`config.mk`:
```
export PLATFORM = sky130hd
export DESIGN_NAME = link_alloc_mgr
export DESIGN_NICKNAME = d
export VERILOG_FILES = /design/src/include/lam_pkg.sv /design/src/link_alloc_mgr.sv
export SDC_FILE = /design/constraint.sdc
export NUM_CORES = 1
export LEC_CHECK = 0
export BUFFER_PORTS_ARGS = -buffer_cell sky130_fd_sc_hd__buf_2
export CAP_MARGIN = 5
export CORE_UTILIZATION = 55
export DETAILED_ROUTE_END_ITERATION = 8
export HOLD_SLACK_MARGIN = 0.03
export PLACE_DENSITY = 0.76
export REMOVE_ABC_BUFFERS = 1
export SLEW_MARGIN = 30
export SYNTH_ARGS = -nofsm -noshare
export SYNTH_HDL_FRONTEND = slang
export SYNTH_SLANG_ARGS = --single-unit
```
`constraint.sdc`:
```
create_clock -name clk_i -period 5.9 [get_ports clk_i]
set_clock_uncertainty 0.2 [all_clocks]
set_input_delay 0.885 -clock clk_i [delete_from_list [all_inputs] [get_ports clk_i]]
set_output_delay 0.885 -clock clk_i [all_outputs]
set_load 0.01 [all_outputs]
```
`src/include/lam_pkg.sv`:
```
package lam_pkg;
  localparam int NLINK = 4;
  localparam int NTERM = 4;
  localparam int NDL = 8;
  localparam int LW = 2;
  localparam int TW = 2;
  localparam int DW = 3;
  localparam int PCW = 14;
  localparam int CW = 27;
  localparam int CLK_HZ = 50_000_000;
  localparam int RETRY_MS = 2000;
  localparam int RETRY_CYC = RETRY_MS * (CLK_HZ / 1000);
  typedef enum logic [1:0] {S_IDLE, S_WAIT, S_ALIGN} st_t;
  typedef enum logic [1:0] {LK_INACT, LK_ACTIVE, LK_FAILED} lk_t;
  typedef enum logic {MSG_ORDER, MSG_ACK} msg_t;
  typedef enum logic [1:0] {RES_OK, RES_ALT, RES_NOALT} res_t;
endpackage

```
`src/link_alloc_mgr.sv`:
```
`timescale 1ns/1ps
`default_nettype none
module link_alloc_mgr #(
  parameter int unsigned RETRY_CYC = lam_pkg::RETRY_CYC
) (
  input  wire logic                                 clk_i,
  input  wire logic                                 rst_n_i,
  input  wire logic [lam_pkg::PCW-1:0]              own_pc_i,
  input  wire logic [lam_pkg::PCW-1:0]              remote_pc_i,
  input  wire logic [lam_pkg::LW:0]                 active_target_i,
  input  wire logic [lam_pkg::TW:0]                 min_terms_i,
  input  wire logic                                 setact_i,
  input  wire logic [lam_pkg::NLINK*lam_pkg::DW-1:0] predef_dl_i,
  input  wire logic [lam_pkg::NLINK-1:0]            link_fail_i,
  input  wire logic [lam_pkg::NLINK-1:0]            align_ok_i,
  input  wire logic [lam_pkg::NLINK-1:0]            align_fail_i,
  input  wire logic [lam_pkg::NLINK-1:0]            traffic_i,
  input  wire logic [lam_pkg::NTERM-1:0]            term_ok_i,
  input  wire logic [lam_pkg::NDL-1:0]              dl_usable_i,
  input  wire logic                                 rx_ord_v_i,
  input  wire logic [lam_pkg::LW-1:0]               rx_ord_link_i,
  input  wire logic [lam_pkg::DW-1:0]               rx_ord_dl_i,
  input  wire logic                                 rx_ack_v_i,
  input  wire logic [lam_pkg::LW-1:0]               rx_ack_link_i,
  input  wire lam_pkg::res_t                        rx_ack_res_i,
  input  wire logic                                 donate_req_i,
  input  wire logic                                 donate_done_i,
  output logic                                      tx_v_o,
  output lam_pkg::msg_t                             tx_kind_o,
  output logic [lam_pkg::PCW-1:0]                   tx_dpc_o,
  output logic [lam_pkg::PCW-1:0]                   tx_opc_o,
  output logic [lam_pkg::LW-1:0]                    tx_link_o,
  output logic [lam_pkg::DW-1:0]                    tx_dl_o,
  output lam_pkg::res_t                             tx_res_o,
  output logic [lam_pkg::NLINK-1:0]                 align_start_o,
  output logic [lam_pkg::NLINK-1:0]                 link_active_o,
  output logic [lam_pkg::NDL-1:0]                   dl_seized_o,
  output logic                                      donate_gnt_o,
  output logic [lam_pkg::TW-1:0]                    donate_term_o
);
  localparam int NL = lam_pkg::NLINK;
  localparam int LW = lam_pkg::LW;
  localparam int TW = lam_pkg::TW;
  localparam int DW = lam_pkg::DW;

  lam_pkg::st_t    st_r, st_nxt;
  lam_pkg::lk_t    lst_r [NL];
  lam_pkg::lk_t    lst_nxt [NL];
  logic [TW-1:0]   lterm_r [NL];
  logic [TW-1:0]   lterm_nxt [NL];
  logic [DW-1:0]   ldl_r [NL];
  logic [DW-1:0]   ldl_nxt [NL];
  logic [NL-1:0]   ltv_r, ltv_nxt, ldv_r, ldv_nxt, fp_r, fp_nxt;
  logic [LW-1:0]   cur_r, cur_nxt, nxt_r, nxt_nxt;
  logic            tried_r, tried_nxt, setact_r, setact_nxt;
  logic [lam_pkg::NTERM-1:0] lent_r, lent_nxt;
  logic [lam_pkg::CW-1:0]    tmr_r, tmr_nxt;
  logic            tx_v_nxt, gnt_nxt;
  lam_pkg::msg_t   tx_kind_nxt;
  lam_pkg::res_t   tx_res_nxt;
  logic [LW-1:0]   tx_link_nxt;
  logic [DW-1:0]   tx_dl_nxt;
  logic [TW-1:0]   dterm_nxt;
  logic [NL-1:0]   align_nxt;

  logic [lam_pkg::NDL-1:0]   dl_used;
  logic [lam_pkg::NTERM-1:0] term_used;
  logic [LW:0]     n_act;
  logic [TW:0]     n_trm;
  logic            it_v, ft_v, fd_v, lo_v, na_v, fp_v;
  logic [TW-1:0]   it_t;
  logic [LW-1:0]   ft_l, lo_l, na_l, fp_l;
  logic [DW-1:0]   fd_d;

  always_comb
  begin
    dl_used = '0;
    term_used = lent_r;
    n_act = '0;
    n_trm = '0;
    it_v = 1'b0; it_t = '0; ft_v = 1'b0; ft_l = '0;
    fd_v = 1'b0; fd_d = '0; lo_v = 1'b0; lo_l = '0;
    na_v = 1'b0; na_l = '0; fp_v = 1'b0; fp_l = '0;
    for (int i = 0; i < NL; i++)
    begin
      if (ldv_r[i]) dl_used[ldl_r[i]] = 1'b1;
      if (ltv_r[i])
      begin
        term_used[lterm_r[i]] = 1'b1;
        n_trm = n_trm + 1'b1;
      end
      if (lst_r[i] == lam_pkg::LK_ACTIVE) n_act = n_act + 1'b1;
    end
    // descending scans so the lowest index wins the pick; the inactive-link scan counts from nxt_r
    for (int t = lam_pkg::NTERM - 1; t >= 0; t--)
      if (!term_used[t] && term_ok_i[t])
      begin
        it_v = 1'b1;
        it_t = TW'(t);
      end
    for (int d = lam_pkg::NDL - 1; d >= 0; d--)
      if (dl_usable_i[d] && !dl_used[d])
      begin
        fd_v = 1'b1;
        fd_d = DW'(d);
      end
    for (int l = NL - 1; l >= 0; l--)
    begin
      if (lst_r[l] == lam_pkg::LK_FAILED && ltv_r[l])
      begin
        ft_v = 1'b1;
        ft_l = LW'(l);
      end
      if (fp_r[l])
      begin
        fp_v = 1'b1;
        fp_l = LW'(l);
      end
      if (lst_r[LW'(nxt_r + LW'(l))] == lam_pkg::LK_INACT)
      begin
        na_v = 1'b1;
        na_l = LW'(nxt_r + LW'(l));
      end
    end
    // ascending: the highest index is the lowest priority
    for (int l = 0; l < NL; l++)
      if (lst_r[l] == lam_pkg::LK_ACTIVE)
      begin
        lo_v = 1'b1;
        lo_l = LW'(l);
      end
    // a busy lowest-priority link blocks the drop, no other link is taken
    lo_v = lo_v & ~traffic_i[lo_l];
  end

  wire            pk_v = it_v | ft_v;
  wire [TW-1:0]   pk_t = it_v ? it_t : lterm_r[ft_l];
  wire            ord_dl_ok = dl_usable_i[rx_ord_dl_i] & ~dl_used[rx_ord_dl_i];
  wire            ord_new = rx_ord_v_i &&
                            lst_r[rx_ord_link_i] == lam_pkg::LK_INACT;
  // the preset list also applies in the very cycle the set request arrives
  wire            use_pre = setact_r | (setact_i & (n_act == '0));
  wire            ack_cur = rx_ack_v_i && rx_ack_link_i == cur_r;
  wire            ord_cur = rx_ord_v_i && rx_ord_link_i == cur_r;
  wire            own_hi = own_pc_i > remote_pc_i;
  wire            lend_room = n_trm > min_terms_i;
  wire            lend_busy = |lent_r;
  wire            t_out = tmr_r == lam_pkg::CW'(RETRY_CYC - 1);
  wire [DW-1:0]   act_dl = predef_dl_i[nxt_r*DW +: DW];
  wire [DW-1:0]   pre_dl = predef_dl_i[na_l*DW +: DW];
  wire            go_rest = st_r == lam_pkg::S_IDLE && !rx_ord_v_i && fp_v &&
                            lst_r[fp_l] == lam_pkg::LK_ACTIVE;

  always_comb
  begin
    st_nxt = st_r; lst_nxt = lst_r; lterm_nxt = lterm_r; ldl_nxt = ldl_r;
    ltv_nxt = ltv_r; ldv_nxt = ldv_r; cur_nxt = cur_r; nxt_nxt = nxt_r;
    tried_nxt = tried_r; tmr_nxt = tmr_r + 1'b1;
    fp_nxt = fp_r | link_fail_i;
    lent_nxt = donate_done_i ? '0 : lent_r;
    setact_nxt = setact_r | (setact_i & n_act == '0);
    tx_v_nxt = 1'b0; tx_kind_nxt = tx_kind_o; tx_res_nxt = tx_res_o;
    tx_link_nxt = tx_link_o; tx_dl_nxt = tx_dl_o;
    gnt_nxt = 1'b0; dterm_nxt = donate_term_o; align_nxt = '0;
    if (setact_i && n_act == '0) nxt_nxt = '0;
    case (st_r)
      lam_pkg::S_IDLE:
      begin
        if (rx_ord_v_i)
        begin
          if (ord_new)
          begin
            tx_v_nxt = 1'b1; tx_kind_nxt = lam_pkg::MSG_ACK;
            tx_link_nxt = rx_ord_link_i; tx_dl_nxt = rx_ord_dl_i;
            if (!pk_v) tx_res_nxt = lam_pkg::RES_NOALT;
            else if (!ord_dl_ok) tx_res_nxt = lam_pkg::RES_ALT;
            else
            begin
              tx_res_nxt = lam_pkg::RES_OK;
              if (!it_v)
              begin
                lst_nxt[ft_l] = lam_pkg::LK_INACT;
                ltv_nxt[ft_l] = 1'b0;
                ldv_nxt[ft_l] = 1'b0;
              end
              lterm_nxt[rx_ord_link_i] = pk_t; ltv_nxt[rx_ord_link_i] = 1'b1;
              ldl_nxt[rx_ord_link_i] = rx_ord_dl_i;
              ldv_nxt[rx_ord_link_i] = 1'b1;
              align_nxt[rx_ord_link_i] = 1'b1; cur_nxt = rx_ord_link_i;
              tried_nxt = 1'b0; st_nxt = lam_pkg::S_ALIGN;
            end
          end
        end
        else if (fp_v)
        begin
          fp_nxt[fp_l] = link_fail_i[fp_l];
          if (go_rest)
          begin
            lst_nxt[fp_l] = lam_pkg::LK_FAILED; align_nxt[fp_l] = 1'b1;
            cur_nxt = fp_l; tried_nxt = 1'b0; st_nxt = lam_pkg::S_ALIGN;
          end
        end
        else if (donate_req_i && !lend_busy && ft_v && lend_room)
        begin
          lent_nxt[lterm_r[ft_l]] = 1'b1; gnt_nxt = 1'b1;
          dterm_nxt = lterm_r[ft_l]; ltv_nxt[ft_l] = 1'b0;
          ldv_nxt[ft_l] = 1'b0; lst_nxt[ft_l] = lam_pkg::LK_INACT;
        end
        else if (n_act > active_target_i && lo_v)
        begin
          lst_nxt[lo_l] = lam_pkg::LK_INACT;
          ltv_nxt[lo_l] = 1'b0;
          ldv_nxt[lo_l] = 1'b0;
        end
        // only reached with no restoration running or pending
        else if (n_act < active_target_i && na_v && pk_v &&
                 (use_pre || fd_v))
        begin
          if (!it_v)
          begin
            lst_nxt[ft_l] = lam_pkg::LK_INACT;
            ltv_nxt[ft_l] = 1'b0;
            ldv_nxt[ft_l] = 1'b0;
          end
          lterm_nxt[na_l] = pk_t; ltv_nxt[na_l] = 1'b1;
          ldl_nxt[na_l] = use_pre ? pre_dl : fd_d;
          ldv_nxt[na_l] = 1'b1;
          tx_v_nxt = 1'b1; tx_kind_nxt = lam_pkg::MSG_ORDER;
          tx_link_nxt = na_l; tx_dl_nxt = use_pre ? pre_dl : fd_d;
          cur_nxt = na_l; nxt_nxt = LW'(na_l + 1'b1); tried_nxt = 1'b0;
          tmr_nxt = '0; st_nxt = lam_pkg::S_WAIT;
        end
      end
      lam_pkg::S_WAIT:
      begin
        if (ack_cur)
        begin
          if (rx_ack_res_i == lam_pkg::RES_OK)
          begin
            align_nxt[cur_r] = 1'b1; st_nxt = lam_pkg::S_ALIGN;
          end
          else if (rx_ack_res_i == lam_pkg::RES_ALT && fd_v)
          begin
            ldl_nxt[cur_r] = fd_d; tx_v_nxt = 1'b1;
            tx_kind_nxt = lam_pkg::MSG_ORDER; tx_dl_nxt = fd_d; tmr_nxt = '0;
          end
          else
          begin
            lst_nxt[cur_r] = lam_pkg::LK_INACT; ltv_nxt[cur_r] = 1'b0;
            ldv_nxt[cur_r] = 1'b0; st_nxt = lam_pkg::S_IDLE;
          end
        end
        else if (ord_cur)
        begin
          if (!own_hi)
          begin
            ldl_nxt[cur_r] = rx_ord_dl_i; tx_v_nxt = 1'b1;
            tx_kind_nxt = lam_pkg::MSG_ACK; tx_res_nxt = lam_pkg::RES_OK;
            tx_dl_nxt = rx_ord_dl_i; align_nxt[cur_r] = 1'b1;
            st_nxt = lam_pkg::S_ALIGN;
          end
        end
        // orders for other links are dropped; the far end will repeat them
        else if (!rx_ord_v_i && t_out)
        begin
          tx_v_nxt = 1'b1; tx_kind_nxt = lam_pkg::MSG_ORDER; tmr_nxt = '0;
        end
      end
      default:
      begin
        if (align_ok_i[cur_r])
        begin
          lst_nxt[cur_r] = lam_pkg::LK_ACTIVE; setact_nxt = 1'b0;
          st_nxt = lam_pkg::S_IDLE;
        end
        else if (align_fail_i[cur_r])
        begin
          if (fd_v)
          begin
            ldl_nxt[cur_r] = fd_d; tx_v_nxt = 1'b1;
            tx_kind_nxt = lam_pkg::MSG_ORDER; tx_link_nxt = cur_r;
            tx_dl_nxt = fd_d; tmr_nxt = '0; st_nxt = lam_pkg::S_WAIT;
          end
          else if (!tried_r && it_v)
          begin
            lterm_nxt[cur_r] = it_t; tried_nxt = 1'b1;
            align_nxt[cur_r] = 1'b1;
          end
          else
          begin
            lst_nxt[cur_r] = lam_pkg::LK_FAILED; st_nxt = lam_pkg::S_IDLE;
          end
        end
      end
    endcase
  end

  always_ff @(posedge clk_i)
  begin
    if (!rst_n_i)
    begin
      st_r <= lam_pkg::S_IDLE; lst_r <= '{default: lam_pkg::LK_INACT};
      lterm_r <= '{default: '0}; ldl_r <= '{default: '0};
      ltv_r <= '0; ldv_r <= '0; fp_r <= '0; cur_r <= '0; nxt_r <= '0;
      tried_r <= 1'b0; setact_r <= 1'b0; lent_r <= '0; tmr_r <= '0;
      tx_v_o <= 1'b0; tx_kind_o <= lam_pkg::MSG_ORDER;
      tx_res_o <= lam_pkg::RES_OK; tx_link_o <= '0; tx_dl_o <= '0;
      tx_dpc_o <= '0; tx_opc_o <= '0; align_start_o <= '0;
      donate_gnt_o <= 1'b0; donate_term_o <= '0;
    end
    else
    begin
      st_r <= st_nxt; lst_r <= lst_nxt; lterm_r <= lterm_nxt;
      ldl_r <= ldl_nxt; ltv_r <= ltv_nxt; ldv_r <= ldv_nxt; fp_r <= fp_nxt;
      cur_r <= cur_nxt; nxt_r <= nxt_nxt; tried_r <= tried_nxt;
      setact_r <= setact_nxt; lent_r <= lent_nxt; tmr_r <= tmr_nxt;
      tx_v_o <= tx_v_nxt; tx_kind_o <= tx_kind_nxt; tx_res_o <= tx_res_nxt;
      tx_link_o <= tx_link_nxt; tx_dl_o <= tx_dl_nxt;
      tx_dpc_o <= remote_pc_i; tx_opc_o <= own_pc_i;
      align_start_o <= align_nxt; donate_gnt_o <= gnt_nxt;
      donate_term_o <= dterm_nxt;
    end
  end

  always_comb
  begin
    link_active_o = '0;
    for (int i = 0; i < NL; i++)
      link_active_o[i] = lst_r[i] == lam_pkg::LK_ACTIVE;
  end
  assign dl_seized_o = dl_used;
  wire unused_ok;
  assign unused_ok = ^act_dl;
endmodule // link_alloc_mgr
`default_nettype wire

```
-- After elaboration in Yosys (flattened, before gate mapping)
Cells that the tools add are included.
Widths: inputs -> output; s select.
- reductions and logical operators: 101
- $mul: 1
- shift operators: 1
- bitwise logic cells: 59
- add/sub/neg operators: 11
- equality and inequality tests: 54
- muxes and demuxes: 406
- $lt $le $gt $ge: 51
- operators with widths (cell ; number):
    $mux 27 ; 13
    $mux 4 ; 72
    $mux 8 ; 33
    $mux 12 ; 16
    $mux 2 ; 85
    $mux 1 ; 96
    $mux 3 ; 32
    $reduce_and 12->1 ; 5
    $logic_and 1x1->1 ; 54
    $pmux 27 s2 ; 1
    $or 4x4->4 ; 13
    $bwmux 12 ; 4
    $and 4x4->4 ; 9
    $ne 3x3->1 const B ; 12
    $lt 2x3->1 const B ; 11
    $pmux 8 s2 ; 2
    $ge 3x3->1 const B ; 10
    $not 2->3 ; 10
    $bmux 2 s2 ; 7
    $add 27x1->27 const B ; 1
    $eq 27x27->1 const B ; 1
    $and 8x8->8 ; 3
    $bwmux 8 ; 3
    $demux 2 s2 ; 6
    other kinds (56) ; 185
- input port bits: 90
- word-level logic and storage cells: 716
- register bits after elaboration: 123
- output and inout port bits: 56

-- Depth between registers and ports, before layout
Gate-level depths: netlist of run 1.
- depth in word-level cells: 36
- gate-level depth with buffers: 20
- mapped depth without buffers: 18

-- Least setup slack after synthesis of run 1
No wires, ideal clock.
- path type: register -> register
- start point: register ltv_r[0]
- end point: register tx_link_o[1] in the netlist's numbering
- path slack: 1678 ps
- stages on the path, launching flop included: 16
- arrival: 3954 ps
- library setup time: 67 ps
- data required time: 5633 ps
- period minus slack after synthesis: 4222 ps
- buffers on the path: 1
- cell sequence: dfxtp_1 -> clkbuf_1 -> inv_1 -> ha_1 -> xor2_1 -> ha_1 -> mux2_2 -> ha_1 -> nor2b_1 -> o21a_1 -> o211ai_1 -> nand2_1 -> or4_4 -> o211a_2 -> a311o_1 -> a21oi_2
- word-level cells in the longest chain between the ends: 18
- elaborated cells between the ends (all ways): 37
- classes of those cells: add/sub (3); order compare (1); eq/ne (2); mux (13); bitwise (4); reduce/logical (14)
- ends and longest elaborated chain (element ; RTL line ; source):
    start, declared ; link_alloc_mgr.sv:53 ; logic [NL-1:0] ltv_r, ltv_nxt, ldv_r, ldv_nxt, fp_r, fp_nxt;
    start signal, assigned ; link_alloc_mgr.sv:314 ; ldl_r <= ldl_nxt; ltv_r <= ltv_nxt; ldv_r <= ldv_nxt; fp_r <= fp_nxt;
    branches (longest 17 deep; another with $add 3x1->3) ; -- ;
    $reduce_and 9->1 (no line) * ; -- ;
    end signal, assigned ; link_alloc_mgr.sv:318 ; tx_link_o <= tx_link_nxt; tx_dl_o <= tx_dl_nxt;
    end, declared ; link_alloc_mgr.sv:32 ; output logic [lam_pkg::LW-1:0] tx_link_o,
Mark *: on every way between the ends.
A chain may end at the register's enable or synchronous reset.

==> results of run 1 <==
state kept, by name, summed over array words and instances (netlist names), named ones only:
signal,count
tx_dpc_o,14
ltv_r,4
lterm_r,8
align_start_o,4
tmr_r,27
ldl_r,12
lent_r,4
donate_gnt_o,1
donate_term_o,2
cur_r,2
tx_opc_o,14
st_r,2
setact_r,1
tried_r,1
tx_dl_o,3
ldv_r,4
tx_res_o,2
nxt_r,2
tx_link_o,2
tx_v_o,1
fp_r,4
tx_kind_o,1
report_power, final:
group	internal (mW)	switching (mW)	total, mW
Sequential	0.963	0.230	1.19
Clock	0.678	0.408	1.09
Combinational	0.726	1.26	1.99
layer usage:
layer | share of wire, % | vias to the layer above | GRT usage, %
met4 | 4.9 | 0 | 18.2
met1 | 42 | 4310 | 46.6
met3 | 12 | 122 | 9.31
met2 | 42 | 641 | 53.4
li1 | - | 4359 | -
met5 | 0 | - | 0
path summary, 6_finish.rpt:
| check | end | depth (start not counted) |
|---|---|---|
| worst min-delay path | tx_link_o[0] | 2 |
| worst max register to register | ldl_r[10] | 17 |
| worst max-delay path | ldl_r[10] | 17 |
| worst min register to register | tx_link_o[0] | 2 |
stage by stage:
stage               area, µm²  setup slack [ps]  power [mW]  instances  util, %
floorplan                8450              1530        2.47       1056        -
global placement         9500              1080        3.07       1421     61.8
detailed placement       9500               895        3.10       1421     61.8
CTS                     10100               843        4.19       1453     65.8
global route            10100               383        4.47       1453     65.8
finish                  10100               712        4.27       1453     65.8
cell type report:
cell class	instances	area [µm²]	area share, %
Tap cell	211	264	2.61
Clock buffer	19	443	4.38
Timing Repair Buffer	154	793	7.84
Multi-Input combinational cell	873	5740	56.8
Clock inverter	13	166	1.65
Sequential cell	123	2460	24.4
Inverter	60	240	2.38
cells by family after synthesis:
kind of cell	count (synthesis)	share of synthesized area (%)
fa+ha+maj	32	4.56
compound gates	304	25.4
flops	123	28.0
mux	19	2.92
buf+inv	131	6.57
simple gates	483	29.0
xor+xnor	35	3.49
placed cells by master (no fill, tap or decap), types with 14 or more instances in the layout:
cell type	n
and3_1	16
nand3_1	55
clkbuf_16	17
nand2b_1	15
dfxtp_1	123
and2_1	20
xnor2_1	20
ha_1	32
o21ai_0	55
a31oi_1	25
o22ai_1	14
nor3_1	20
inv_1	56
nor2_1	151
nand2_1	94
buf_2	145
a21oi_1	46
xor2_1	15
critical path, cell delays in order, from the launching register on:
cell	delay [ps]
dfxtp_1	490
nand2b_1	250
inv_1	140
ha_1	260
nand2_1	70
o21ai_0	140
ha_1	350
mux2_2	270
ha_1	290
nand2_1	60
o21ai_0	100
o211ai_1	410
nand2_1	420
nor4_2	490
o2111a_1	470
buf_4	270
o21ai_0	120
o221a_2	240
==> run summary, run 1 <==
Clk root buf: clkbuf_16
Synth Area per Inst: 7.79 µm²
Gr usage total: 35.4%
Synth Register Bits: 123
Clock sinks: 123
Crit path time final: 5190 ps
PD cells: 422 mW/mm²
Final setup TNS: 0 ps
Setup crit end kind: flop
CP max FO: 14
Clock transition at path regs: 60 ps
TritonRoute pass-1 iters: 7
Top FF cell, synth: dfxtp_1
GPL Wtd Cong: 1.03
Residual DRC: 0
Max cap viols: 0
Fin. max-slew vios: 0
Die area: 0.0165 mm²
Final Hold Viols: 0
First-pass GRT wire length: 45300 µm
CTS Buf Count: 17
IO Port Bufs: 145
H-tree levels: 4
Routed len/inst: 19.8 µm
Hold slack: 256 ps
Startpoint types: flop
DR vias/cell: 6.49
Number of global-route vias before repair: 8677
Worst slew pin tran: 950 ps
Post-cts resize count: 0
Synth async-reset ratio: 0%
Distinct cells, synth: 99
Synthesized area: 0.00878 mm²
Commonest cells post-synth: nor2_1, dfxtp_1, nand2_1
Starting Density: 57.1%
Area leader, netlist: dfxtp_1
Status: complete, no violations
Setup slack, reg-to-reg: 710 ps
Top area cells in the synthesized netlist: dfxtp_1, nor2_1, ha_1, nand2_1, nand3_1
Top-count cell post-synth: nor2_1
Die X-Extent: 128 µm
Die height: 128 µm
Core area: 0.0154 mm²
CTS tree: built
Class of the worst hold path: flop to flop
I/O Pins: 146
Period utilisation layout: 87.9%
Min-delay src: tx_link_o[0]
NumNets Final: 1351
Antenna viol nets, final: 0
Post-DP HPWL: 21100 µm
Bufs on Longest Clock Path: 2
Post-Syn Instances: 1127
Initial antenna violation count: 0
Fmax: 193 MHz
Max_slew headroom: 36.1%
Layout fillers: 1380
Critical path class: flop to flop
Grt ovf: 0
Post-CTS Hold Fix Bufs: 0
Final Setup Violations: 0
Unrepaired setup endpoints after global routing: no
Clock Latency Late Sink: 420 ps
Share of layout cells above drive strength 1: 19.9%
Crit path required time: 6020 ps
Critical path arrival: 5300 ps
EDFF count, synth: 0
Row count: 45
Worst VDD drop: 253 µV
Post-synthesis sequential area ratio: 28.0%
# Post-CTS Setup Buffers: 0
Largest net degree at the start of global routing: 50
YS warnings: 0
# diodes: 0
Synthesis-to-finish area growth: 15.1%
Via count: 9432
Leakage: 4.24 nW
Routed Wire Length: 28700 µm
1st-iter DRT viols: 1193
Synth top area share: 28.0%
Note: power is estimated with default switching activity, not from simulation.
==> run 2, diff against run 1 <==
CORE_UTILIZATION = 45   (was 55)
PLACE_DENSITY = 0.64   (was 0.76)
==> run 2 against run 1 <==
Compared with the run above: clock-buffer cell count is 2 lower; sequential share of layout area is 0.11 points lower; flip-flop and latch count stayed put; largest cell class unchanged; final cell count is 3.3% higher; global-route usage is 6.3 points lower; non-clock buffer count is 1 lower.
==> run summary, run 2 (same netlist as run 1, synthesis figures left out) <==
Status: complete, no violations
Class of the worst hold path: flop to flop
NumNets Final: 1350 (-0.074%)
Post-DP HPWL: 21700 µm (+2.8%)
CTS tree: built
# Post-CTS Setup Buffers: 0 (unchanged)
Crit path time final: 5050 ps (-141 ps)
Starting Density: 46.5% (-11 points)
Worst VDD drop: 251 µV (-0.72%)
CP Cell Sequence: nand2b_1, inv_1, ha_1, nand2_1, o21ai_0, ha_1, mux2_2, ha_1, nand2_1, o21ai_0, o211ai_1, nand2_1, nor4_2, o2111a_1, buf_4, nor2_1, a311oi_1
Critical path arrival: 5180 ps (-120 ps)
Core area: 0.0189 mm² (+23%)
Row count: 50 (+11%)
Top flop regs: tmr_r x27, tx_dpc_o x14, tx_opc_o x14
Period utilisation layout: 85.5% (-2.4 points)
Max_slew headroom: 33.3% (-2.8 points)
Worst slew pin tran: 998 ps (+48.4 ps)
Crit path required time: 6040 ps (+20 ps)
PD cells: 418 mW/mm² (-0.82%)
CTS Buf Count: 17 (unchanged)
Commonest non-fill, non-tap cell in the layout: nor2_1
Synthesis-to-finish area growth: 15.7%
Final Hold Viols: 0 (unchanged)
I/O Pins: 146 (unchanged)
Bufs on Longest Clock Path: 2 (unchanged)
H-tree levels: 4 (unchanged)
Layout fillers: 1897 (+37%)
Die X-Extent: 142 µm (+10%)
Leakage: 4.23 nW (-0.20%)
Max cap viols: 0 (unchanged)
Startpoint types: flop
Grt ovf: 0 (unchanged)
TritonRoute pass-1 iters: 7 (unchanged)
Number of global-route vias before repair: 8271 (-4.7%)
Critical path class: flop to flop
GPL Wtd Cong: 0.994 (-3.1%)
Via count: 9090 (-3.6%)
Routed Wire Length: 28800 µm (+0.40%)
Residual DRC: 0 (unchanged)
1st-iter DRT viols: 955 (-20%)
Clk root buf: clkbuf_16
Routed len/inst: 19.2 µm (-2.8%)
Die area: 0.0201 mm² (+22%)
Clock sinks: 123 (unchanged)
Final Setup Violations: 0 (unchanged)
Flip-flop count of the largest register after layout: 27 (unchanged)
Initial antenna violation count: 0 (unchanged)
Fmax: 198 MHz (+2.8%)
Post-cts resize count: 0 (unchanged)
Unrepaired setup endpoints after global routing: no
Slowest stage delay, CP: 510 ps (+20 ps)
Total Power: 4.25 mW (-0.35%)
CP max FO: 13 (-1)
Largest net degree at the start of global routing: 56 (+12%)
IO Port Bufs: 145 (unchanged)
Post-CTS Hold Fix Bufs: 0 (unchanged)
Clock transition at path regs: 60 ps (about the same)
Die height: 142 µm (+10%)
# diodes: 0 (unchanged)
Commonest non-fill, non-tap cells in the layout: nor2_1, buf_2, dfxtp_1, nand2_1, inv_1
DR vias/cell: 6.06 (-6.7%)
Final setup TNS: 0 ps (unchanged)
Gr usage total: 29.2% (-6.3 points)
Fin. max-slew vios: 0 (unchanged)
Most flop-heavy register: tmr_r
Clock Latency Late Sink: 440 ps (+20 ps)
Share of layout cells above drive strength 1: 19.9% (about the same)
Setup crit end kind: flop
Critical path's slowest cell: o2111a_1
First-pass GRT wire length: 45600 µm (+0.52%)
Antenna viol nets, final: 0 (unchanged)
run 2: changes by cell type in the layout (fill, tap and decap cells not counted), sizes merged:
cell | before | now
buf | 154 | 153
inv | 61 | 68
bufinv | 3 | 2
clkinv | 6 | 2
clkbuf | 19 | 17
run 2: through the flow:
| stage | area [µm²] | setup WS [ps] | util [%] | instances | hold slack, ps |
|---|---|---|---|---|---|
| 6_report | 10200 | 853 | 53.8 | 1501 | 256 |
| 2_1_floorplan | 8450 | 1530 | - | 1056 | 226 |
| 3_5_place_dp | 9560 | 940 | 50.6 | 1469 | 248 |
| 4_1_cts | 10200 | 914 | 53.8 | 1501 | 257 |
| 3_3_place_gp | 9560 | 1130 | 50.6 | 1469 | 233 |
| 5_1_grt | 10200 | 462 | 53.8 | 1501 | 276 |
run 2: critical path: cells and delay by family (launching register included):
family	cells	cell delay [ps]
compound gates	5	1350
simple gates	6	1340
fa+ha+maj	3	890
flops	1	500
buf+inv	2	400
mux	1	270
run 2: per-layer routing:
layer	up-vias	track usage [%]	wire, µm
met5	-	0	0
met4	0	11.1	831
met1	4215	40.2	13200
met2	453	44.1	12300
met3	51	6.55	2530
li1	4371	-	-
run 2: final cells by class:
cell class | count | area (µm²) | area share, %
Inverter | 60 | 243 | 2.39
Multi-Input combinational cell | 873 | 5740 | 56.5
Clock inverter | 15 | 175 | 1.72
Sequential cell | 123 | 2460 | 24.2
Clock buffer | 17 | 425 | 4.19
Tap cell | 260 | 325 | 3.20
Timing Repair Buffer | 153 | 786 | 7.73
run 2: path summary, 6_finish.rpt:
path	startpoint	endpoint	slack, ps	cells past startpoint
setup / recovery	flop	ldl_r[11]	850	17
hold / removal	tx_link_o[0]	tx_link_o[0]	260	2
setup reg to reg	flop	ldl_r[11]	850	17
hold reg to reg	tx_link_o[0]	tx_link_o[0]	260	2
run 2: power breakdown:
| part | switching, mW | leakage, nW | total (mW) | internal (mW) |
|---|---|---|---|---|
| clock network | 0.451 | 0.286 | 1.09 | 0.637 |
| registers | 0.237 | 1.01 | 1.20 | 0.963 |
| logic | 1.24 | 2.93 | 1.96 | 0.725 |
